File: src/hw/pin_func_defines.svh
`ifndef PIN_FUNC_DEFINES_SVH
`define PIN_FUNC_DEFINES_SVH

// ************************************
// register byte offsets (low address byte)
// ************************************
`define OFS_PORTB_MODE    8'h00
`define OFS_STROBE_CTRL   8'h04
`define OFS_PORTA_DATA    8'h08
`define OFS_PORTA_DIR     8'h0c
`define OFS_PORTB_DATA    8'h10
`define OFS_PORTB_DIR     8'h14
`define OFS_PORTC_DATA    8'h18

// ************************************
// field positions and reset values
// ************************************
`define STROBE_UPPER_LSB  14
`define STROBE_LOWER_LSB  12
`define STROBE_RESET      16'h5fff
`define STROBE_RSVD_READ  12'hfff
`define PORTB_MODE_RESET  10'h000
`define PORT_DATA_RESET   16'h0000
`define PORT_DIR_RESET    16'h0000

`endif

File: src/hw/pin_func_pkg.sv
package pin_func_pkg;

	typedef enum logic [1:0] {
		PIN_GPIO    = 2'b00,
		PIN_RSVD    = 2'b01,
		PIN_TIMER   = 2'b10,
		PIN_PATTERN = 2'b11
	} pin_mode_e;

	typedef enum logic [1:0] {
		STB_RSVD0  = 2'b00,
		STB_CHIP   = 2'b01,
		STB_COLUMN = 2'b10,
		STB_RSVD3  = 2'b11
	} strobe_mode_e;

	typedef enum logic {
		PH_IDLE = 1'b0,
		PH_DATA = 1'b1
	} bus_phase_e;

endpackage

File: src/hw/pin_route_if.sv
`timescale 1ns/1ps

interface pin_route_if #(parameter int N = 5);
	logic [2*N-1:0] mode;
	logic [N-1:0]   gpio_data;
	logic [N-1:0]   gpio_dir;
	logic [N-1:0]   timer_out;
	logic [N-1:0]   timer_oe;
	logic [N-1:0]   pattern_data;
	logic [N-1:0]   pattern_en;
	logic [N-1:0]   pin_in;
	logic [N-1:0]   pin_out;
	logic [N-1:0]   pin_oe;
	logic [N-1:0]   timer_in;
	logic [N-1:0]   write_block;

	modport ctrl (
		output mode, gpio_data, gpio_dir, timer_out, timer_oe,
		output pattern_data, pattern_en, pin_in,
		input  pin_out, pin_oe, timer_in, write_block
	);
	modport mux (
		input  mode, gpio_data, gpio_dir, timer_out, timer_oe,
		input  pattern_data, pattern_en, pin_in,
		output pin_out, pin_oe, timer_in, write_block
	);
endinterface

File: src/hw/pin_function_select_portb_low_strobe.sv
// Decided for this implementation: the AHB-Lite register port and the register offsets.
`timescale 1ns/1ps
`include "pin_func_defines.svh"

// Summary of operation
// port b pin 4 mode field: 00 gpio, 01 reserved, 10 timer channel a4, 11 pattern bit 4.
// port b pin 3 mode field: 00 gpio, 01 reserved, 10 timer channel b3, 11 pattern bit 3.
// port b pin 2 mode field: 00 gpio, 01 reserved, 10 timer channel a3, 11 pattern bit 2.
// port b pin 1 mode field: 00 gpio, 01 reserved, 10 timer channel b2, 11 pattern bit 1.
// port b pin 0 mode field: 00 gpio, 01 reserved, 10 timer channel a2, 11 pattern bit 0.
// the strobe select register is 16 bits, read/write, and loads 5fff at power-on reset.
// the strobe select register keeps its value through manual reset, standby and sleep.
// bits 15:14 give chip select one on 01 and upper column strobe on 10; 00 and 11 are reserved.
// bits 13:12 give chip select three on 01 and lower column strobe on 10; 00 and 11 are reserved.
// bits 11 to 0 of the strobe select register always read as one.
// software writes ones into bits 11 to 0 of the strobe select register.
// there are two 16-bit bidirectional ports a and b and one 8-bit input port c.
// every port pin is shared between general use and alternate functions; only port b pins 4 to 0 have a function select here.
// each port has exactly one data register.
// a port b data bit set to pattern output with pattern enabled ignores software writes.
// a new pin function takes effect the cycle after the write, glitch free.

module pin_function_select_portb_low_strobe #(
	parameter int PORT_WIDTH      = 16,
	parameter int PORTC_WIDTH     = 8,
	parameter int PORTB_LOW_PINS  = 5
) (
	input  wire logic                       mclk,
	input  wire logic                       rst,
	input  wire logic                       ce,
	input  wire logic                       hsel,
	input  wire logic [31:0]                haddr,
	input  wire logic [1:0]                 htrans,
	input  wire logic                       hwrite,
	input  wire logic [2:0]                 hsize,
	input  wire logic [31:0]                hwdata,
	input  wire logic                       hready,
	output logic                            hreadyout,
	output logic                            hresp,
	output logic [31:0]                     hrdata,
	input  wire logic [PORT_WIDTH-1:0]      porta_in,
	output logic [PORT_WIDTH-1:0]           porta_out,
	output logic [PORT_WIDTH-1:0]           porta_oe,
	input  wire logic [PORT_WIDTH-1:0]      portb_in,
	output logic [PORT_WIDTH-1:0]           portb_out,
	output logic [PORT_WIDTH-1:0]           portb_oe,
	input  wire logic [PORTC_WIDTH-1:0]     portc_in,
	input  wire logic [PORTB_LOW_PINS-1:0]  timer_out,
	input  wire logic [PORTB_LOW_PINS-1:0]  timer_oe,
	output logic [PORTB_LOW_PINS-1:0]       timer_capture_in,
	input  wire logic [PORTB_LOW_PINS-1:0]  pattern_data,
	input  wire logic [PORTB_LOW_PINS-1:0]  pattern_en,
	input  wire logic                       chip_select_one_n,
	input  wire logic                       chip_select_three_n,
	input  wire logic                       upper_column_strobe_n,
	input  wire logic                       lower_column_strobe_n,
	output logic                            upper_strobe_pin_n,
	output logic                            lower_strobe_pin_n
);
	import pin_func_pkg::*;

	localparam int MODE_W = 2 * PORTB_LOW_PINS;
	localparam int HIGH_W = PORT_WIDTH - PORTB_LOW_PINS;

	// ************************************
	// bus slave state
	// ************************************
	bus_phase_e                 phase_r;
	logic [7:0]                 addr_r;
	logic                       write_r;
	logic                       hreadyout_r;
	logic                       hresp_r;
	logic [31:0]                hrdata_r;
	logic [31:0]                rdata_nxt;
	logic                       accept;
	logic                       wr_now;
	logic                       rd_now;

	// ************************************
	// software visible registers
	// ************************************
	logic [MODE_W-1:0]          pb_mode_r;
	logic [3:0]                 strobe_mode_r;
	logic [PORT_WIDTH-1:0]      pa_data_r;
	logic [PORT_WIDTH-1:0]      pa_dir_r;
	logic [PORT_WIDTH-1:0]      pb_data_r;
	logic [PORT_WIDTH-1:0]      pb_dir_r;
	logic [PORT_WIDTH-1:0]      pb_block;
	logic [PORT_WIDTH-1:0]      pb_data_nxt;
	logic [PORT_WIDTH-1:0]      pa_read;
	logic [PORT_WIDTH-1:0]      pb_read;

	// ************************************
	// pin side flops
	// ************************************
	logic [PORT_WIDTH-1:0]      pa_out_r;
	logic [PORT_WIDTH-1:0]      pa_oe_r;
	logic [PORT_WIDTH-1:0]      pb_out_r;
	logic [PORT_WIDTH-1:0]      pb_oe_r;
	logic [PORTB_LOW_PINS-1:0]  capture_r;
	logic                       upper_pin_r;
	logic                       lower_pin_r;
	strobe_mode_e               upper_mode;
	strobe_mode_e               lower_mode;

	pin_route_if #(.N(PORTB_LOW_PINS)) route ();

	// ************************************
	// port b low pin routing
	// ************************************
	assign route.mode         = pb_mode_r;
	assign route.gpio_data    = pb_data_r[PORTB_LOW_PINS-1:0];
	assign route.gpio_dir     = pb_dir_r[PORTB_LOW_PINS-1:0];
	assign route.timer_out    = timer_out;
	assign route.timer_oe     = timer_oe;
	assign route.pattern_data = pattern_data;
	assign route.pattern_en   = pattern_en;
	assign route.pin_in       = portb_in[PORTB_LOW_PINS-1:0];

	portb_low_pin_mux #(
		.N (PORTB_LOW_PINS)
	) u_mux (
		.route (route.mux)
	);

	// ************************************
	// ahb-lite slave
	// ************************************
	// one wait state on every transfer: read data is taken from
	// settled state, so a read straight after a write never sees stale data
	assign accept = hsel & htrans[1] & hready & ce;
	assign wr_now = (phase_r == PH_DATA) & write_r & ce;
	assign rd_now = (phase_r == PH_DATA) & ~write_r & ce;

	always_ff @(posedge mclk or posedge rst) begin
		if (rst) begin
			phase_r     <= PH_IDLE;
			addr_r      <= 8'h00;
			write_r     <= 1'b0;
			hreadyout_r <= 1'b1;
		end else if (ce) begin
			if (phase_r == PH_DATA) begin
				phase_r     <= PH_IDLE;
				hreadyout_r <= 1'b1;
			end else if (accept) begin
				phase_r     <= PH_DATA;
				addr_r      <= haddr[7:0];
				write_r     <= hwrite;
				hreadyout_r <= 1'b0;
			end
		end
	end

	// response is always okay, even for unmapped addresses
	always_ff @(posedge mclk or posedge rst) begin
		if (rst) begin
			hresp_r <= 1'b0;
		end else if (ce) begin
			hresp_r <= 1'b0;
		end
	end

	// ************************************
	// read path
	// ************************************
	// gpio reads follow the direction bit: output returns the register,
	// input returns the pin, whatever function the pin carries
	assign pa_read = (pa_dir_r & pa_data_r) | (~pa_dir_r & porta_in);
	assign pb_read = (pb_dir_r & pb_data_r) | (~pb_dir_r & portb_in);

	always_comb begin
		rdata_nxt = 32'h0000_0000;
		case (addr_r)
			`OFS_PORTB_MODE: begin
				rdata_nxt[MODE_W-1:0] = pb_mode_r;
			end
			`OFS_STROBE_CTRL: begin
				rdata_nxt[15:12] = strobe_mode_r;
				rdata_nxt[11:0]  = `STROBE_RSVD_READ;
			end
			`OFS_PORTA_DATA: begin
				rdata_nxt[PORT_WIDTH-1:0] = pa_read;
			end
			`OFS_PORTA_DIR: begin
				rdata_nxt[PORT_WIDTH-1:0] = pa_dir_r;
			end
			`OFS_PORTB_DATA: begin
				rdata_nxt[PORT_WIDTH-1:0] = pb_read;
			end
			`OFS_PORTB_DIR: begin
				rdata_nxt[PORT_WIDTH-1:0] = pb_dir_r;
			end
			`OFS_PORTC_DATA: begin
				rdata_nxt[PORTC_WIDTH-1:0] = portc_in;
			end
			default: begin
				rdata_nxt = 32'h0000_0000;
			end
		endcase
	end

	always_ff @(posedge mclk or posedge rst) begin
		if (rst) begin
			hrdata_r <= 32'h0000_0000;
		end else if (rd_now) begin
			hrdata_r <= rdata_nxt;
		end
	end

	// ************************************
	// register writes
	// ************************************
	always_ff @(posedge mclk or posedge rst) begin
		if (rst) begin
			pb_mode_r <= MODE_W'(`PORTB_MODE_RESET);
		end else if (wr_now && addr_r == `OFS_PORTB_MODE) begin
			pb_mode_r <= hwdata[MODE_W-1:0];
		end
	end

	// only the power-on reset loads 5fff into this; no other reset source exists
	// in this block, so contents survive manual reset and low power states
	always_ff @(posedge mclk or posedge rst) begin
		if (rst) begin
			strobe_mode_r <= 4'(`STROBE_RESET >> `STROBE_LOWER_LSB);
		end else if (wr_now && addr_r == `OFS_STROBE_CTRL) begin
			// low twelve bits are not stored, so a careless write cannot upset them
			strobe_mode_r <= hwdata[15:12];
		end
	end

	always_ff @(posedge mclk or posedge rst) begin
		if (rst) begin
			pa_data_r <= `PORT_DATA_RESET;
			pa_dir_r  <= `PORT_DIR_RESET;
		end else if (wr_now) begin
			if (addr_r == `OFS_PORTA_DATA) begin
				pa_data_r <= hwdata[PORT_WIDTH-1:0];
			end
			if (addr_r == `OFS_PORTA_DIR) begin
				pa_dir_r <= hwdata[PORT_WIDTH-1:0];
			end
		end
	end

	assign pb_block    = {{HIGH_W{1'b0}}, route.write_block};
	assign pb_data_nxt = (pb_data_r & pb_block) | (hwdata[PORT_WIDTH-1:0] & ~pb_block);

	always_ff @(posedge mclk or posedge rst) begin
		if (rst) begin
			pb_data_r <= `PORT_DATA_RESET;
			pb_dir_r  <= `PORT_DIR_RESET;
		end else if (wr_now) begin
			if (addr_r == `OFS_PORTB_DATA) begin
				pb_data_r <= pb_data_nxt;
			end
			if (addr_r == `OFS_PORTB_DIR) begin
				pb_dir_r <= hwdata[PORT_WIDTH-1:0];
			end
		end
	end

	// ************************************
	// pin drive
	// ************************************
	// everything to the pins passes one flop, so a mode change lands on
	// a clock edge and combinational hazards never reach a pad
	always_ff @(posedge mclk or posedge rst) begin
		if (rst) begin
			pa_out_r <= `PORT_DATA_RESET;
			pa_oe_r  <= `PORT_DIR_RESET;
		end else if (ce) begin
			pa_out_r <= pa_data_r;
			pa_oe_r  <= pa_dir_r;
		end
	end

	always_ff @(posedge mclk or posedge rst) begin
		if (rst) begin
			pb_out_r  <= `PORT_DATA_RESET;
			pb_oe_r   <= `PORT_DIR_RESET;
			capture_r <= '0;
		end else if (ce) begin
			pb_out_r  <= {pb_data_r[PORT_WIDTH-1:PORTB_LOW_PINS], route.pin_out};
			pb_oe_r   <= {pb_dir_r[PORT_WIDTH-1:PORTB_LOW_PINS], route.pin_oe};
			capture_r <= route.timer_in;
		end
	end

	assign upper_mode = strobe_mode_e'(strobe_mode_r[`STROBE_UPPER_LSB-12 +: 2]);
	assign lower_mode = strobe_mode_e'(strobe_mode_r[`STROBE_LOWER_LSB-12 +: 2]);

	// strobes are active low; a reserved code parks the pin inactive high
	always_ff @(posedge mclk or posedge rst) begin
		if (rst) begin
			upper_pin_r <= 1'b1;
		end else if (ce) begin
			case (upper_mode)
				STB_CHIP:   upper_pin_r <= chip_select_one_n;
				STB_COLUMN: upper_pin_r <= upper_column_strobe_n;
				default:    upper_pin_r <= 1'b1;
			endcase
		end
	end

	always_ff @(posedge mclk or posedge rst) begin
		if (rst) begin
			lower_pin_r <= 1'b1;
		end else if (ce) begin
			case (lower_mode)
				STB_CHIP:   lower_pin_r <= chip_select_three_n;
				STB_COLUMN: lower_pin_r <= lower_column_strobe_n;
				default:    lower_pin_r <= 1'b1;
			endcase
		end
	end

	// ************************************
	// outputs
	// ************************************
	assign hreadyout          = hreadyout_r;
	assign hresp              = hresp_r;
	assign hrdata             = hrdata_r;
	assign porta_out          = pa_out_r;
	assign porta_oe           = pa_oe_r;
	assign portb_out          = pb_out_r;
	assign portb_oe           = pb_oe_r;
	assign timer_capture_in   = capture_r;
	assign upper_strobe_pin_n = upper_pin_r;
	assign lower_strobe_pin_n = lower_pin_r;

endmodule

File: src/hw/portb_low_pin_mux.sv
`timescale 1ns/1ps

module portb_low_pin_mux #(
	parameter int N = 5
) (
	pin_route_if.mux route
);
	import pin_func_pkg::*;

	genvar i;
	generate
		for (i = 0; i < N; i++) begin : g_pin
			pin_mode_e m;
			assign m = pin_mode_e'(route.mode[2*i +: 2]);

			always_comb begin
				case (m)
					PIN_GPIO: begin
						route.pin_out[i] = route.gpio_data[i];
						route.pin_oe[i]  = route.gpio_dir[i];
					end
					PIN_TIMER: begin
						route.pin_out[i] = route.timer_out[i];
						route.pin_oe[i]  = route.timer_oe[i];
					end
					PIN_PATTERN: begin
						route.pin_out[i] = route.pattern_data[i];
						route.pin_oe[i]  = 1'b1;
					end
					// reserved code: pin left undriven
					default: begin
						route.pin_out[i] = 1'b0;
						route.pin_oe[i]  = 1'b0;
					end
				endcase
			end

			// capture input seen by the timer only while it owns the pin
			assign route.timer_in[i] = (m == PIN_TIMER) & route.pin_in[i];
			assign route.write_block[i] = (m == PIN_PATTERN) & route.pattern_en[i];
		end
	endgenerate

endmodule
File: config.mk
export PLATFORM = sky130hd
export DESIGN_NAME = pin_function_select_portb_low_strobe
export DESIGN_NICKNAME = d
export VERILOG_FILES = /design/src/hw/pin_func_pkg.sv /design/src/hw/pin_route_if.sv /design/src/hw/pin_function_select_portb_low_strobe.sv /design/src/hw/portb_low_pin_mux.sv
export VERILOG_INCLUDE_DIRS = /design/src /design/src/hw
export SDC_FILE = /design/constraint.sdc
export NUM_CORES = 1
export LEC_CHECK = 0
export BUFFER_PORTS_ARGS = -buffer_cell sky130_fd_sc_hd__buf_2
export CAP_MARGIN = 20
export CORE_MARGIN = 10
export CORE_UTILIZATION = 39
export CTS_CLUSTER_SIZE = 20
export DETAILED_ROUTE_END_ITERATION = 16
export PLACE_DENSITY_LB_ADDON = 0.25
export SLEW_MARGIN = 20
export SYNTH_ARGS = -nofsm -noshare
export SYNTH_HDL_FRONTEND = slang
export SYNTH_SLANG_ARGS = --single-unit
File: constraint.sdc
create_clock -name mclk -period 7.1 [get_ports mclk]
set_input_delay 1.065 -clock mclk [delete_from_list [all_inputs] [get_ports mclk]]
set_output_delay 1.065 -clock mclk [all_outputs]
set_load 0.01 [all_outputs]
==> key figures <==
Run status
  • Status: completed

STA
  • Unrepaired setup endpoints after global routing: no
  • Slew at the pin with the worst max-slew slack: 1.03 ns
  • Max-slew violation count: 0
  • Final worst path period share: 44.1%
  • Setup Viol. Count Final: 0
  • Period minus WS final: 3.13 ns
  • Maximum frequency from static timing analysis: 0.320 GHz
  • Final Hold Viols: 0
  • Sum of negative setup slack: 0 ns
  • Worst hold-check slack: 0.473 ns
  • Worst-case setup margin in the final layout: 3.97 ns
  • Max-Slew Margin vs Limit: 31.1%
  • Worst clock skew on the final layout: 0.00991 ns

Drt
  • Routed WL per cell: 21.6 µm
  • Post-DR vias/cell: 5.32
  • Number of nets with antenna violations after detailed routing: 0
  • Total vias in the final route: 6,019
  • Number of design-rule violations left by the first detailed-router iteration: 470
  • Post-detailed-routing wire length: 24.4 mm
  • Number of remaining DRC errors: 0
  • Iteration count of the initial detailed-routing pass: 5

Power and ir drop
  • Cell-internal power: 1.73 mW
  • Pleak: 5.03 nW
  • Overall Power: 2.41 mW
  • Clock share of power: 40.0%
  • Sw Ratio: 28.3%
  • Switching power: 0.683 mW
  • Sequential cell fraction of total power: 45.0%
  • Gate power share: 15.0%
  • Largest voltage drop on the vdd net: 0.000156 V
  • Pwr Density: 242 nW/µm²

Global route
  • Largest net degree at the start of global routing: 77
  • Number of antenna violations at the first check in global routing: 2
  • Total gr overflow: 0
  • First-pass GRT wire length: 38.0 mm
  • GR Util All Layers: 17.5%
  • Met1 GRT Util: 23.4%
  • Via count of the first global-routing pass: 6,247
  • Global-route track usage on met2: 27.0%
  • Busiest layer in global routing: met2
  • GR Layer Usage met3: 5.42%

Placed design
  • Worst slack, placed: 3.49 ns
  • Count of port buffers added during placement: 182
  • Final GP Congestion: 0.812
  • # placed instances: 1,099
  • Cell area reported after detailed placement: 9380 µm²
  • Total half-perimeter wirelength after legalization and detailed placement: 17.2 mm

Layout
  • Layout cell share with drive strength beyond 1: 44.5%
  • Final non-filler cell area: 9980 µm²
  • Net count of the finished layout: 986
  • Final cell utilization of the core: 47.5%
  • Fill cell count: 1,936
  • Non-Filler Instances: 1,131
  • Area added between synthesis and finish: 19.8%
  • Diodes inserted: 0
  • Commonest non-fill, non-tap cells in the layout: sky130_fd_sc_hd__buf_2 (181), sky130_fd_sc_hd__dfrtp_1 (170), sky130_fd_sc_hd__mux2_2 (130), sky130_fd_sc_hd__o21ai_0 (27)
  • Leading cell type in the layout, fill and taps excluded: sky130_fd_sc_hd__buf_2

Yosys
  • Most area-consuming cells after synthesis: sky130_fd_sc_hd__dfrtp_1 (51%), sky130_fd_sc_hd__mux2_2 (18%), sky130_fd_sc_hd__mux2_4 (1.8%), sky130_fd_sc_hd__mux2i_1 (1.8%), sky130_fd_sc_hd__buf_4 (1.6%)
  • EDFF count, synth: 0
  • Avg Cell Area, Syn: 12.4 µm²
  • Synthesized instance count: 674
  • Yosys warns: 0
  • Flip-flop cell with the highest count after synthesis: sky130_fd_sc_hd__dfrtp_1
  • Count of unique library cells instantiated by Yosys: 72
  • Largest area contributor in the netlist: sky130_fd_sc_hd__dfrtp_1
  • Sequential share of the synthesized area: 53.0%
  • Proportion of synthesized flip-flops having asynchronous set or reset: 100%
  • Portion of synthesized cell area occupied by the leading cell type: 51.4%
  • Synth Register Bits: 176
  • Netlist area before placement: 8330 µm²

Setup path
  • Critical path data required time: 7.43 ns
  • Cell with the most instances on the worst path: sky130_fd_sc_hd__buf_4
  • Max stage delay cell, worst path: sky130_fd_sc_hd__buf_4
  • Max incr delay on CP: 0.74 ns
  • Crit. End Element: register
  • Cells along the critical path: buf_4 -> buf_4 -> and3b_1 -> nand4_1 -> a211o_1 -> o211ai_1
  • Startpoint class of the critical path: input pin
  • Data arrival at the endpoint of the critical path: 3.46 ns
  • Critical path start-end classification: in -> reg
  • Crit path max fanout: 76

Run
  • Total of max-cap violations: 0

CTS
  • Cell at the root of the clock tree: sky130_fd_sc_hd__clkbuf_16
  • # resized after CTS: 0
  • Clock latency of the later-clocked register in the worst-skew pair: 0.43 ns
  • Number of buffers inserted during clock tree synthesis: 17
  • CTS tree: built
  • CTS sink cnt: 176
  • H-tree levels: 4
  • Clock transition at the registers of the reported paths: 0.06 ns
  • Number of buffers added for setup after CTS: 0
  • Maximum clock insertion buffer count: 2
  • CTS Hold Bufs: 0

Floorplanning
  • Horizontal die dimension: 166 µm
  • Die Y: 166 µm
  • Starting utilization of the core area: 39.6%
  • Core region area: 21,000 µm²
  • Total Die Area: 27,600 µm²
  • Site Rows: 53
  • Count of boundary I/O pins: 244

Hold path
  • Min-Delay Path Class: reg -> reg
## power groups by stage
stage	sequential (mW)	combinational [mW]	clock [mW]
after CTS	1.09	0.367	0.988
after global routing	1.09	0.398	1.03
after floorplan	1.10	0.240	0
after detailed placement	1.10	0.366	0
final	1.09	0.363	0.966
after global placement	1.10	0.364	0
## synthesized netlist by cell type (3+ instances only)
| master | instances |
|---|---|
| sky130_fd_sc_hd__dfrtp_1 | 171 |
| sky130_fd_sc_hd__mux2_2 | 130 |
| sky130_fd_sc_hd__o21ai_0 | 27 |
| sky130_fd_sc_hd__a21oi_1 | 26 |
| sky130_fd_sc_hd__nand2_1 | 26 |
| sky130_fd_sc_hd__nor2_1 | 26 |
| sky130_fd_sc_hd__clkbuf_1 | 21 |
| sky130_fd_sc_hd__inv_1 | 21 |
| sky130_fd_sc_hd__buf_4 | 18 |
| sky130_fd_sc_hd__mux2i_1 | 15 |
| sky130_fd_sc_hd__nand2b_1 | 15 |
| sky130_fd_sc_hd__a31oi_1 | 11 |
| sky130_fd_sc_hd__mux2_4 | 10 |
| sky130_fd_sc_hd__o211ai_1 | 8 |
| sky130_fd_sc_hd__buf_2 | 7 |
| sky130_fd_sc_hd__a211oi_1 | 6 |
| sky130_fd_sc_hd__nand3b_1 | 6 |
| sky130_fd_sc_hd__nand4_1 | 6 |
| sky130_fd_sc_hd__nor2b_1 | 6 |
| sky130_fd_sc_hd__o22ai_1 | 6 |
| sky130_fd_sc_hd__a221oi_1 | 5 |
| sky130_fd_sc_hd__a22o_1 | 5 |
| sky130_fd_sc_hd__buf_6 | 5 |
| sky130_fd_sc_hd__dfstp_2 | 5 |
| sky130_fd_sc_hd__nand3_1 | 5 |
| sky130_fd_sc_hd__o21a_1 | 5 |
| sky130_fd_sc_hd__o221ai_1 | 5 |
| sky130_fd_sc_hd__ha_1 | 4 |
| sky130_fd_sc_hd__nor3b_1 | 4 |
| sky130_fd_sc_hd__o32ai_1 | 4 |
| sky130_fd_sc_hd__a21o_1 | 3 |
| sky130_fd_sc_hd__a22oi_1 | 3 |
| sky130_fd_sc_hd__and3_1 | 3 |
| sky130_fd_sc_hd__buf_1 | 3 |
| sky130_fd_sc_hd__nor3_1 | 3 |
| sky130_fd_sc_hd__o311ai_0 | 3 |
| sky130_fd_sc_hd__or2_2 | 3 |
| sky130_fd_sc_hd__or3b_2 | 3 |
## sequential cells by signal (all words and copies together), names as in the netlist, 4 cells and up, named ones only
| name | cells |
|---|---|
| portb_out | 16 |
| strobe_mode_r | 4 |
| hrdata | 16 |
| porta_out | 16 |
| addr_r | 8 |
| pa_dir_r | 16 |
| pb_data_r | 11 |
| porta_oe | 16 |
| portb_oe | 16 |
| pb_mode_r | 10 |
| pb_dir_r | 16 |
| pa_data_r | 16 |
| timer_capture_in | 5 |
## cell families after synthesis
group                    share of synthesized area (%)
flip-flops                                        53.0
multiplexers                                      21.2
AO/OA/AOI/OAI                                     10.9
AND/OR/NAND/NOR                                   9.61
buffers and inverters                             4.75
adder cells (fa/ha/maj)                          0.601
other                                           0.0450
## worst max-delay path, delay by kind of cell
kind	cells	cell delay, ns
and+or+nand+nor	2	0.90
buffers and inverters	2	1.00
AOI/OAI and AO/OA	2	0.48
## path summary, 6_finish.rpt
kind | from | to | slack, ns | cells past startpoint
max in group asynchronous | rst | addr_r[2] | 5.12 | 3
worst max register to register | addr_r[2] | register | 4.09 | 5
min in group asynchronous | rst | porta_out[13] | 0.70 | 2
worst min-delay path | hrdata[8] | hrdata[8] | 0.47 | 2
worst max-delay path | ce | hrdata[4] | 3.97 | 6
worst min register to register | hrdata[8] | hrdata[8] | 0.47 | 2
## area by class of cell
class	instances	area (µm²)	share of cell area (%)
flip-flops and latches	176	4410	44.2
well taps	275	344	3.45
clock buffers	22	474	4.75
inverters	21	83.8	0.840
multi-input cells	439	3580	35.9
clock inverters	10	125	1.25
repair buffers	188	958	9.60
## metal layers
metal / part of all wire (%) / up-vias
met3: 6.5 / 19
li1: - / 2797
met4: 0.86 / 4
met5: 0.14 / -
met2: 46 / 170
met1: 47 / 3029
(Power assumes the default switching activity.)
